`src/design/lssc_regs.svh`:
```
`ifndef LSSC_REGS_SVH
`define LSSC_REGS_SVH
// Notes on behaviour
// - bit 17 set reduces inverter current limit during soft-start; reset value 0.
// - read-only bit 16 shows positive gate regulator power-good.
// - bit 15 enables positive gate regulator; resets to 0.
// - bits 14:13 pick positive soft-start: 00 6.78, 10 13.6, 01 27.1, 11 54.3 ms.
// - read-only bit 12 shows negative gate regulator power-good.
// - bit 11 enables negative gate regulator; resets to 0.
// - bits 10:9 pick negative soft-start with the same coding.
// - read-only bit 8 shows auxiliary input above undervoltage lockout.
// - bits 6:0 are offset code N, N steps of 7.8 mV.
// - stand-alone uses default limits and soft-start; sequencing from select inputs.
// - stand-alone keeps offset code at reset value, unchangeable.
// - bit 31 zero writes and reads back; one only reads.
// - read bit 31 returns the direction bit of the previous 32-bit frame.
// - unassigned write positions are discarded.

// ==========================================================
// frame layout
`define LSSC_FRAME_BITS      6'd32
`define LSSC_BIT_DIR         31
`define LSSC_BIT_INV_LIM     17
`define LSSC_BIT_POS_GOOD    16
`define LSSC_BIT_POS_ON      15
`define LSSC_BIT_POS_SS_HI   14
`define LSSC_BIT_POS_SS_LO   13
`define LSSC_BIT_NEG_GOOD    12
`define LSSC_BIT_NEG_ON      11
`define LSSC_BIT_NEG_SS_HI   10
`define LSSC_BIT_NEG_SS_LO   9
`define LSSC_BIT_AUX_OK      8
`define LSSC_BIT_RSV_ONE     7
`define LSSC_OFS_MSB         6
// ==========================================================
// reset values
`define LSSC_RST_INV_LIM     1'b0
`define LSSC_RST_ON          1'b0
`define LSSC_RST_SS          2'h0
`define LSSC_RST_RSV_ONE     1'b1
`define LSSC_RST_OFS         7'h00
`define LSSC_RST_DIR         1'b0
`endif

```
`src/design/lssc_pkg.sv`:
```
package lssc_pkg;
   // soft-start code as {hi, lo}
   typedef logic [1:0] lssc_ss_t;
   typedef logic [6:0] lssc_ofs_t;
   typedef enum logic {LSSC_IDLE, LSSC_SHIFT} lssc_frame_e;
endpackage

```
`src/design/lssc_top.sv`:
```
`timescale 1ns/1ps
`include "lssc_regs.svh"
module lssc_top (
   // clock and reset
   input  wire logic               CLK_I,
   input  wire logic               RESETN_I,
   // serial link pins
   input  wire logic               SPI_CS_N_I,
   input  wire logic               SPI_SCLK_I,
   input  wire logic               SPI_MOSI_I,
   output logic                    SPI_MISO_O,
   output logic                    SPI_MISO_OE_O,
   // analog status
   input  wire logic               POS_GATE_REG_GOOD_I,
   input  wire logic               NEG_GATE_REG_GOOD_I,
   input  wire logic               AUX_INPUT_ABOVE_LOCKOUT_I,
   // mode and sequencing pins
   input  wire logic               STANDALONE_I,
   input  wire logic               SEQUENCE_SELECT_A_I,
   input  wire logic               SEQUENCE_SELECT_B_I,
   // control to analog
   output logic                    INVERTER_STARTUP_LIMIT_REDUCE_O,
   output logic                    POS_GATE_REG_ON_O,
   output lssc_pkg::lssc_ss_t      POS_GATE_SOFTSTART_O,
   output logic                    NEG_GATE_REG_ON_O,
   output lssc_pkg::lssc_ss_t      NEG_GATE_SOFTSTART_O,
   output lssc_pkg::lssc_ofs_t     OFFSET_CODE_O,
   output logic                    SEQ_FROM_PINS_O,
   output logic                    SEQ_SELECT_A_O,
   output logic                    SEQ_SELECT_B_O
);
   import lssc_pkg::*;

   // ==========================================================
   // pin synchronisers
   logic [8:0]  sync1_q;
   logic [8:0]  sync2_q;
   logic        sclk_d1_q;
   logic        cs_n_d1_q;
   logic        cs_n_s;
   logic        sclk_s;
   logic        mosi_s;
   logic        pos_good_s;
   logic        neg_good_s;
   logic        aux_ok_s;
   logic        alone_s;
   logic        sel_a_s;
   logic        sel_b_s;

   always_ff @(posedge CLK_I or negedge RESETN_I) begin
      if (!RESETN_I) begin
         sync1_q <= 9'h100;
         sync2_q <= 9'h100;
      end else begin
         sync1_q <= {SPI_CS_N_I, SPI_SCLK_I, SPI_MOSI_I, POS_GATE_REG_GOOD_I,
                     NEG_GATE_REG_GOOD_I, AUX_INPUT_ABOVE_LOCKOUT_I, STANDALONE_I,
                     SEQUENCE_SELECT_A_I, SEQUENCE_SELECT_B_I};
         sync2_q <= sync1_q;
      end
   end
   // reset pattern: chip select idle high, everything else low
   assign {cs_n_s, sclk_s, mosi_s, pos_good_s, neg_good_s, aux_ok_s, alone_s,
           sel_a_s, sel_b_s} = sync2_q;

   always_ff @(posedge CLK_I or negedge RESETN_I) begin
      if (!RESETN_I) begin
         sclk_d1_q <= 1'b0;
         cs_n_d1_q <= 1'b1;
      end else begin
         sclk_d1_q <= sclk_s;
         cs_n_d1_q <= cs_n_s;
      end
   end

   logic sclk_rise;
   logic sclk_fall;
   logic cs_fall;
   logic cs_rise;
   assign sclk_rise = sclk_s & ~sclk_d1_q;
   assign sclk_fall = ~sclk_s & sclk_d1_q;
   assign cs_fall   = ~cs_n_s & cs_n_d1_q;
   assign cs_rise   = cs_n_s & ~cs_n_d1_q;

   // ==========================================================
   // frame tracking
   lssc_frame_e state_q;
   logic [5:0]  cnt_q;
   logic [31:0] rx_q;
   logic [31:0] tx_q;
   logic        last_dir_q;
   logic        full_frame;
   logic        commit;

   // a frame longer than 32 clocks is treated as broken
   assign full_frame = (state_q == LSSC_SHIFT) && cs_rise && (cnt_q == `LSSC_FRAME_BITS);
   assign commit     = full_frame && (rx_q[`LSSC_BIT_DIR] == 1'b0) && !alone_s;

   always_ff @(posedge CLK_I or negedge RESETN_I) begin
      if (!RESETN_I) begin
         state_q <= LSSC_IDLE;
      end else begin
         case (state_q)
            LSSC_IDLE: begin
               if (cs_fall) begin
                  state_q <= LSSC_SHIFT;
               end
            end
            default: begin
               if (cs_rise) begin
                  state_q <= LSSC_IDLE;
               end
            end
         endcase
      end
   end

   always_ff @(posedge CLK_I or negedge RESETN_I) begin
      if (!RESETN_I) begin
         cnt_q <= 6'h00;
         rx_q  <= 32'h0000_0000;
      end else if (cs_fall) begin
         cnt_q <= 6'h00;
      end else if (state_q == LSSC_SHIFT && sclk_rise) begin
         rx_q <= {rx_q[30:0], mosi_s};
         if (cnt_q != 6'h3f) begin
            cnt_q <= cnt_q + 6'h01;
         end
      end
   end

   always_ff @(posedge CLK_I or negedge RESETN_I) begin
      if (!RESETN_I) begin
         last_dir_q <= `LSSC_RST_DIR;
      end else if (full_frame) begin
         last_dir_q <= rx_q[`LSSC_BIT_DIR];
      end
   end

   // ==========================================================
   // stored control fields
   logic      inv_lim_q;
   logic      pos_on_q;
   lssc_ss_t  pos_ss_q;
   logic      neg_on_q;
   lssc_ss_t  neg_ss_q;
   logic      rsv_one_q;
   lssc_ofs_t ofs_q;

   always_ff @(posedge CLK_I or negedge RESETN_I) begin
      if (!RESETN_I) begin
         inv_lim_q <= `LSSC_RST_INV_LIM;
         pos_on_q  <= `LSSC_RST_ON;
         pos_ss_q  <= `LSSC_RST_SS;
         neg_on_q  <= `LSSC_RST_ON;
         neg_ss_q  <= `LSSC_RST_SS;
         rsv_one_q <= `LSSC_RST_RSV_ONE;
         ofs_q     <= `LSSC_RST_OFS;
      end else if (alone_s) begin
         // stand-alone pins the whole word to its reset defaults
         inv_lim_q <= `LSSC_RST_INV_LIM;
         pos_on_q  <= `LSSC_RST_ON;
         pos_ss_q  <= `LSSC_RST_SS;
         neg_on_q  <= `LSSC_RST_ON;
         neg_ss_q  <= `LSSC_RST_SS;
         rsv_one_q <= `LSSC_RST_RSV_ONE;
         ofs_q     <= `LSSC_RST_OFS;
      end else if (commit) begin
         // only assigned positions are kept; the rest of rx_q is dropped
         inv_lim_q <= rx_q[`LSSC_BIT_INV_LIM];
         pos_on_q  <= rx_q[`LSSC_BIT_POS_ON];
         pos_ss_q  <= rx_q[`LSSC_BIT_POS_SS_HI:`LSSC_BIT_POS_SS_LO];
         neg_on_q  <= rx_q[`LSSC_BIT_NEG_ON];
         neg_ss_q  <= rx_q[`LSSC_BIT_NEG_SS_HI:`LSSC_BIT_NEG_SS_LO];
         rsv_one_q <= rx_q[`LSSC_BIT_RSV_ONE];
         ofs_q     <= rx_q[`LSSC_OFS_MSB:0];
      end
   end

   // ==========================================================
   // read word and serial output
   logic [31:0] rd_word;
   always_comb begin
      rd_word                        = 32'h0000_0000;
      rd_word[`LSSC_BIT_DIR]         = last_dir_q;
      rd_word[`LSSC_BIT_INV_LIM]     = inv_lim_q;
      rd_word[`LSSC_BIT_POS_GOOD]    = pos_good_s;
      rd_word[`LSSC_BIT_POS_ON]      = pos_on_q;
      rd_word[`LSSC_BIT_POS_SS_HI:`LSSC_BIT_POS_SS_LO] = pos_ss_q;
      rd_word[`LSSC_BIT_NEG_GOOD]    = neg_good_s;
      rd_word[`LSSC_BIT_NEG_ON]      = neg_on_q;
      rd_word[`LSSC_BIT_NEG_SS_HI:`LSSC_BIT_NEG_SS_LO] = neg_ss_q;
      rd_word[`LSSC_BIT_AUX_OK]      = aux_ok_s;
      rd_word[`LSSC_BIT_RSV_ONE]     = rsv_one_q;
      rd_word[`LSSC_OFS_MSB:0]       = ofs_q;
   end

   // snapshot at chip select fall, msb first, next bit after each falling clock
   always_ff @(posedge CLK_I or negedge RESETN_I) begin
      if (!RESETN_I) begin
         tx_q <= 32'h0000_0000;
      end else if (cs_fall) begin
         tx_q <= rd_word;
      end else if (state_q == LSSC_SHIFT && sclk_fall) begin
         tx_q <= {tx_q[30:0], 1'b0};
      end
   end

   assign SPI_MISO_O    = tx_q[31];
   assign SPI_MISO_OE_O = (state_q == LSSC_SHIFT);

   // ==========================================================
   // outputs to the analog side
   assign INVERTER_STARTUP_LIMIT_REDUCE_O = inv_lim_q;
   assign POS_GATE_REG_ON_O               = pos_on_q;
   assign POS_GATE_SOFTSTART_O            = pos_ss_q;
   assign NEG_GATE_REG_ON_O               = neg_on_q;
   assign NEG_GATE_SOFTSTART_O            = neg_ss_q;
   assign OFFSET_CODE_O                   = ofs_q;
   // in stand-alone the sequencer follows the two select pins
   assign SEQ_FROM_PINS_O                 = alone_s;
   assign SEQ_SELECT_A_O                  = sel_a_s;
   assign SEQ_SELECT_B_O                  = sel_b_s;

   // ==========================================================
   // checks
   inv_lim_load_a : assert property (@(posedge CLK_I) disable iff (!RESETN_I)
      commit |=> INVERTER_STARTUP_LIMIT_REDUCE_O == $past(rx_q[17]))
      else $error("limit bit not taken from frame");

   pos_good_rd_a : assert property (@(posedge CLK_I) disable iff (!RESETN_I)
      cs_fall |=> tx_q[16] == $past(pos_good_s))
      else $error("positive good bit wrong in read word");

   pos_on_hold_a : assert property (@(posedge CLK_I) disable iff (!RESETN_I)
      $rose(POS_GATE_REG_ON_O) |-> $past(commit))
      else $error("positive enable rose without a committed write");

   pos_ss_load_a : assert property (@(posedge CLK_I) disable iff (!RESETN_I)
      commit |=> POS_GATE_SOFTSTART_O == $past(rx_q[14:13]))
      else $error("positive soft-start code wrong");

   neg_good_rd_a : assert property (@(posedge CLK_I) disable iff (!RESETN_I)
      cs_fall |=> tx_q[12] == $past(neg_good_s))
      else $error("negative good bit wrong in read word");

   neg_fields_a : assert property (@(posedge CLK_I) disable iff (!RESETN_I)
      commit |=> NEG_GATE_SOFTSTART_O == $past(rx_q[10:9])
                 && NEG_GATE_REG_ON_O == $past(rx_q[11]))
      else $error("negative regulator fields wrong");

   aux_ok_rd_a : assert property (@(posedge CLK_I) disable iff (!RESETN_I)
      cs_fall |=> tx_q[8] == $past(aux_ok_s))
      else $error("auxiliary supply bit wrong in read word");

   alone_dflt_a : assert property (@(posedge CLK_I) disable iff (!RESETN_I)
      alone_s |=> OFFSET_CODE_O == 7'h00 && !POS_GATE_REG_ON_O
                  && POS_GATE_SOFTSTART_O == 2'h0 && !INVERTER_STARTUP_LIMIT_REDUCE_O)
      else $error("stand-alone did not hold defaults");

   read_only_a : assert property (@(posedge CLK_I) disable iff (!RESETN_I)
      full_frame && rx_q[31] |=> $stable(OFFSET_CODE_O) && $stable(POS_GATE_REG_ON_O))
      else $error("read frame changed the word");

   dir_echo_a : assert property (@(posedge CLK_I) disable iff (!RESETN_I)
      cs_fall |=> tx_q[31] == $past(last_dir_q))
      else $error("direction echo wrong");

   dir_store_a : assert property (@(posedge CLK_I) disable iff (!RESETN_I)
      full_frame |=> last_dir_q == $past(rx_q[31]))
      else $error("direction bit not kept from full frame");

   short_frame_a : assert property (@(posedge CLK_I) disable iff (!RESETN_I)
      cs_rise && cnt_q != 6'd32 && !alone_s |=> $stable(OFFSET_CODE_O)
                                             && $stable(NEG_GATE_REG_ON_O))
      else $error("incomplete frame changed the word");

   pos_on_load_a : assert property (@(posedge CLK_I) disable iff (!RESETN_I)
      commit |=> POS_GATE_REG_ON_O == $past(rx_q[15]))
      else $error("positive enable not taken from frame");

   neg_on_rise_a : assert property (@(posedge CLK_I) disable iff (!RESETN_I)
      $rose(NEG_GATE_REG_ON_O) |-> $past(commit))
      else $error("negative enable rose without a committed write");

   ofs_load_a : assert property (@(posedge CLK_I) disable iff (!RESETN_I)
      commit |=> OFFSET_CODE_O == $past(rx_q[6:0]))
      else $error("offset code not taken from frame");

   rsv_keep_a : assert property (@(posedge CLK_I) disable iff (!RESETN_I)
      commit |=> rsv_one_q == $past(rx_q[7]))
      else $error("reserved bit not taken from frame");

   alone_neg_a : assert property (@(posedge CLK_I) disable iff (!RESETN_I)
      alone_s |=> !NEG_GATE_REG_ON_O && NEG_GATE_SOFTSTART_O == 2'h0)
      else $error("stand-alone did not hold negative defaults");

   oe_on_a : assert property (@(posedge CLK_I) disable iff (!RESETN_I)
      cs_fall |=> SPI_MISO_OE_O)
      else $error("data out not enabled at frame start");

   oe_off_a : assert property (@(posedge CLK_I) disable iff (!RESETN_I)
      cs_rise |=> !SPI_MISO_OE_O)
      else $error("data out still enabled after frame end");

   miso_shift_a : assert property (@(posedge CLK_I) disable iff (!RESETN_I)
      state_q == LSSC_SHIFT && sclk_fall && !cs_fall |=> SPI_MISO_O == $past(tx_q[30]))
      else $error("read word not shifted on clock fall");

   mosi_take_a : assert property (@(posedge CLK_I) disable iff (!RESETN_I)
      state_q == LSSC_SHIFT && sclk_rise && !cs_fall |=> rx_q[0] == $past(mosi_s))
      else $error("data in not taken on clock rise");
endmodule

```
`config.mk`:
```
export PLATFORM = sky130hd
export DESIGN_NAME = lssc_top
export DESIGN_NICKNAME = d
export VERILOG_FILES = /design/src/design/lssc_pkg.sv /design/src/design/lssc_top.sv
export VERILOG_INCLUDE_DIRS = /design/src /design/src/design
export SDC_FILE = /design/constraint.sdc
export NUM_CORES = 1
export LEC_CHECK = 0
export BUFFER_PORTS_ARGS = -buffer_cell sky130_fd_sc_hd__buf_2
export CORE_UTILIZATION = 35
export DETAILED_ROUTE_END_ITERATION = 6
export PLACE_DENSITY_LB_ADDON = 0.3
export REMOVE_ABC_BUFFERS = 1
export SYNTH_ARGS = -nofsm -noshare
export SYNTH_HDL_FRONTEND = slang
export SYNTH_SLANG_ARGS = --single-unit
```
`constraint.sdc`:
```
create_clock -name CLK_I -period 2.54 [get_ports CLK_I]
set_input_delay 0.254 -clock CLK_I [delete_from_list [all_inputs] [get_ports CLK_I]]
set_output_delay 0.254 -clock CLK_I [all_outputs]
set_load 0.01 [all_outputs]
```
==> reports/qor.csv <==
stage;metric;value;unit
die;Die Span Y;112.8;um
global_routing;largest net degree at the start of global routing;55;
final_layout;Design Area, Final;0.005022;mm2
sta;actual slew at the worst max-slew pin;0.7328;ns
drt;Via Count;2569;
yosys;Yosys top cell by area;dfrtp_1;
placement;pre-CTS WS;0.7907;ns
global_routing;grt ovf;0;
final_layout;area overhead of the layout relative to synthesis;16.89;%
die;io pins;30;
yosys;ys async rst share;100.0;%
yosys;Post-Synthesis Cells;361;
clock_network;# resized after CTS;0;
clock_network;# Post-CTS Setup Buffers;0;
sta;Hold Vio Cnt, Final;0;
power_and_ir_drop;Pwr Total;3.735;mW
drt;uppermost routed layer;met4;
sta;share of the clock period used by the worst path;69.03;%
clock_network;CTS max path bufs;2;
drt;DR iter-0 viols;98;
placement;GPL Wtd Cong;0.7534;
die;Starting Density;35.77;%
drt;met1 WL;3.443;mm
yosys;share of the synthesized area in the top cell type;59.99;%
sta;Fin Setup TNS;0;ns
die;die area;0.01272;mm2
clock_network;CTS root buf;clkbuf_16;
yosys;Syn Std Cell Area;0.004297;mm2
final_layout;Final Non-Filler Cells;547;
sta;Hold WS;0.01128;ns
final_layout;final net count;408;
die;row count;40;
final_layout;Layout Utilization;41.81;%
power_and_ir_drop;VDD IR-drop max;0.2824;mV
critical_path;required time of the critical path;2.81;ns
yosys;Distinct cells, synth;31;
worst_hold_path;Hold Path Cell Cnt;1;
drt;met3 routed WL;165;um
sta;Slew HR;51.15;%
global_routing;first-pass GRT wire length;12.63;mm
clock_network;total CTS buffers;9;
critical_path;reg-to-reg endpoint;NEG_GATE_REG_ON_O;
global_routing;vias in the first global route;2587;
critical_path;Worst setup startpoint;sync2_q[8];
yosys;Top FF cell, synth;dfrtp_1;
drt;ANT nets after route;0;
clock_network;clock sink total;107;
sta;Tmin final;1.753;ns
critical_path;reg-to-reg critical path startpoint;sync2_q[8];
yosys;post-synthesis sequential area ratio;62.43;%
placement;post-DP HPWL;4.427;mm
placement;placed cell areas;0.004602;mm2
sta;RSZ-0062 raised after global routing;no;
yosys;EDFF count, synth;0;
final_layout;commonest non-fill, non-tap cells in the layout;dfrtp_1 (103), nand2_1 (70), mux2_1 (33), buf_2 (28);
run_status;outcome;finished, final reports clean;
clock_network;clock-pin slew on the worst setup and hold paths;0.07;ns
yosys;Yosys reg bits;107;
drt;met2 wire len;3.290;mm
sta;Pins Over Slew Limit;0;
critical_path;CP Class;flop to flop;
flow_run;max_cap viols;0;
power_and_ir_drop;Pwr Density;743.6;mW/mm2
drt;via-per-instance ratio;4.697;
sta;FMAX;0.5704;GHz
placement;placed cell count;524;
critical_path;internal reg-to-reg setup slack;0.79;ns
yosys;Synth Warn #;0;
die;Die Wd;112.8;um
sta;final worst setup slack;0.7868;ns
critical_path;CP Capture Point;NEG_GATE_REG_ON_O;
final_layout;commonest non-fill, non-tap cell in the layout;dfrtp_1;
critical_path;arrival time worst endpoint;2.02;ns
final_layout;Multi-input gate area;0.001500;mm2
critical_path;Crit Path Max Fanout;15;
critical_path;critical path launch point type;flop;
global_routing;initial antenna violation count;0;
final_layout;n_diodes;0;
sta;Worst Clk Skew;0.007809;ns
power_and_ir_drop;static leakage;2.347;nW
die;Core ar.;0.01201;mm2
sta;Final setup viols;0;
clock_network;H-tree depth;3;
placement;port buffer count;29;
final_layout;layout cell share with drive strength beyond 1;15.50;%
yosys;synth top area cells;dfrtp_1 (60%), mux2_1 (8.6%), nand2_1 (6.1%);
global_routing;all-layer global routing usage;12.66;%
drt;# DRC;0;
yosys;Mapped Avg Cell Area;11.90;um2
drt;Pre-Repair DR Iteration Count;4;
clock_network;worst skew pair latency;0.35;ns
worst_hold_path;Hold Path Class;input pin to flop;
critical_path;Worst Reg-to-Reg Cells;4;
final_layout;fill cell count;1148;
drt;Routed WL per cell;12.88;um
final_layout;Reg area;0.002683;mm2
clock_network;CTS tree;done;
drt;Routed WL;7.044;mm
critical_path;CP endpoint kind;flop;
## cells in the mapped netlist, types with 2 or more instances
library cell / number
a21oi_1: 13
a31oi_1: 21
buf_1: 4
buf_2: 5
clkbuf_1: 11
dfrtp_1: 103
dfstp_2: 4
ha_1: 2
inv_1: 4
mux2_1: 33
mux2i_1: 19
nand2_1: 70
nand2b_1: 10
nand3_1: 3
nand3b_1: 2
nor2_1: 22
o21ai_0: 2
or2b_1: 20
## area by class of cell
| class | count | area share, % |
|---|---|---|
| Clock buffer | 10 | 4.758 |
| Multi-Input combinational cell | 229 | 29.87 |
| Tap cell | 147 | 3.662 |
| Clock inverter | 6 | 2.217 |
| Sequential cell | 107 | 53.41 |
| Inverter | 4 | 0.2990 |
| Timing Repair Buffer | 44 | 5.780 |
## what timing repair did
item / CTS / global route
hold buffers: 6 / 1
endpoints found under the hold margin: 56 / 1
setup endpoints to repair: 0 / 0
## routing by layer
layer | vias up | global-route usage, %
li1 | 1283 | -
met1 | 1256 | 16.84
met2 | 21 | 19.30
met3 | 9 | 3.107
met4 | 0 | 6.400
met5 | - | 0
## worst min path at each step
stage                                      end                       from  slack [ns]
6_report                            sync1_q[3]  AUX_INPUT_ABOVE_LOCKOUT_I        0.01
2_1_floorplan  INVERTER_STARTUP_LIMIT_REDUCE_O                   RESETN_I       -0.04
5_1_grt                             sync1_q[1]        SEQUENCE_SELECT_A_I       0.001
3_5_place_dp                        sync2_q[4]                 sync1_q[4]        0.33
3_3_place_gp                        sync2_q[4]                 sync1_q[4]        0.33
4_1_cts                             sync1_q[4]        NEG_GATE_REG_GOOD_I     0.00005
## sequential cells by signal, summed over array words and instances, names as in the netlist, 2 cells and up
register,flops
OFFSET_CODE_O,7
NEG_GATE_SOFTSTART_O,2
rx_q,32
cnt_q,6
sync1_q,9
POS_GATE_SOFTSTART_O,2
tx_q,32
sync2_q,9
## power breakdown
part / switching [mW] / leakage, nW / total [mW] / internal (mW)
sequential: 0.0723 / 1.39 / 1.89 / 1.82
clock: 0.598 / 0.169 / 1.59 / 0.991
combinational: 0.136 / 0.786 / 0.254 / 0.119
total: 0.806 / 2.35 / 3.73 / 2.93
## logic make-up after synthesis
family                   count (synthesis)  synth area share [%]
multiplexers                            52                 13.08
flip-flops                             107                 62.43
AO/OA/AOI/OAI                           38                 5.184
AND/OR/NAND/NOR                        136                 15.78
adder cells (fa/ha/maj)                  3                0.8153
buffers and inverters                   25                 2.708
## worst max-delay path, stage by stage, from the launching register on
cell,delay [ns]
dfstp_2,0.56
or4b_4,0.49
nor3_4,0.11
buf_4,0.29
mux2i_1,0.23
(Power assumes the default switching activity.)
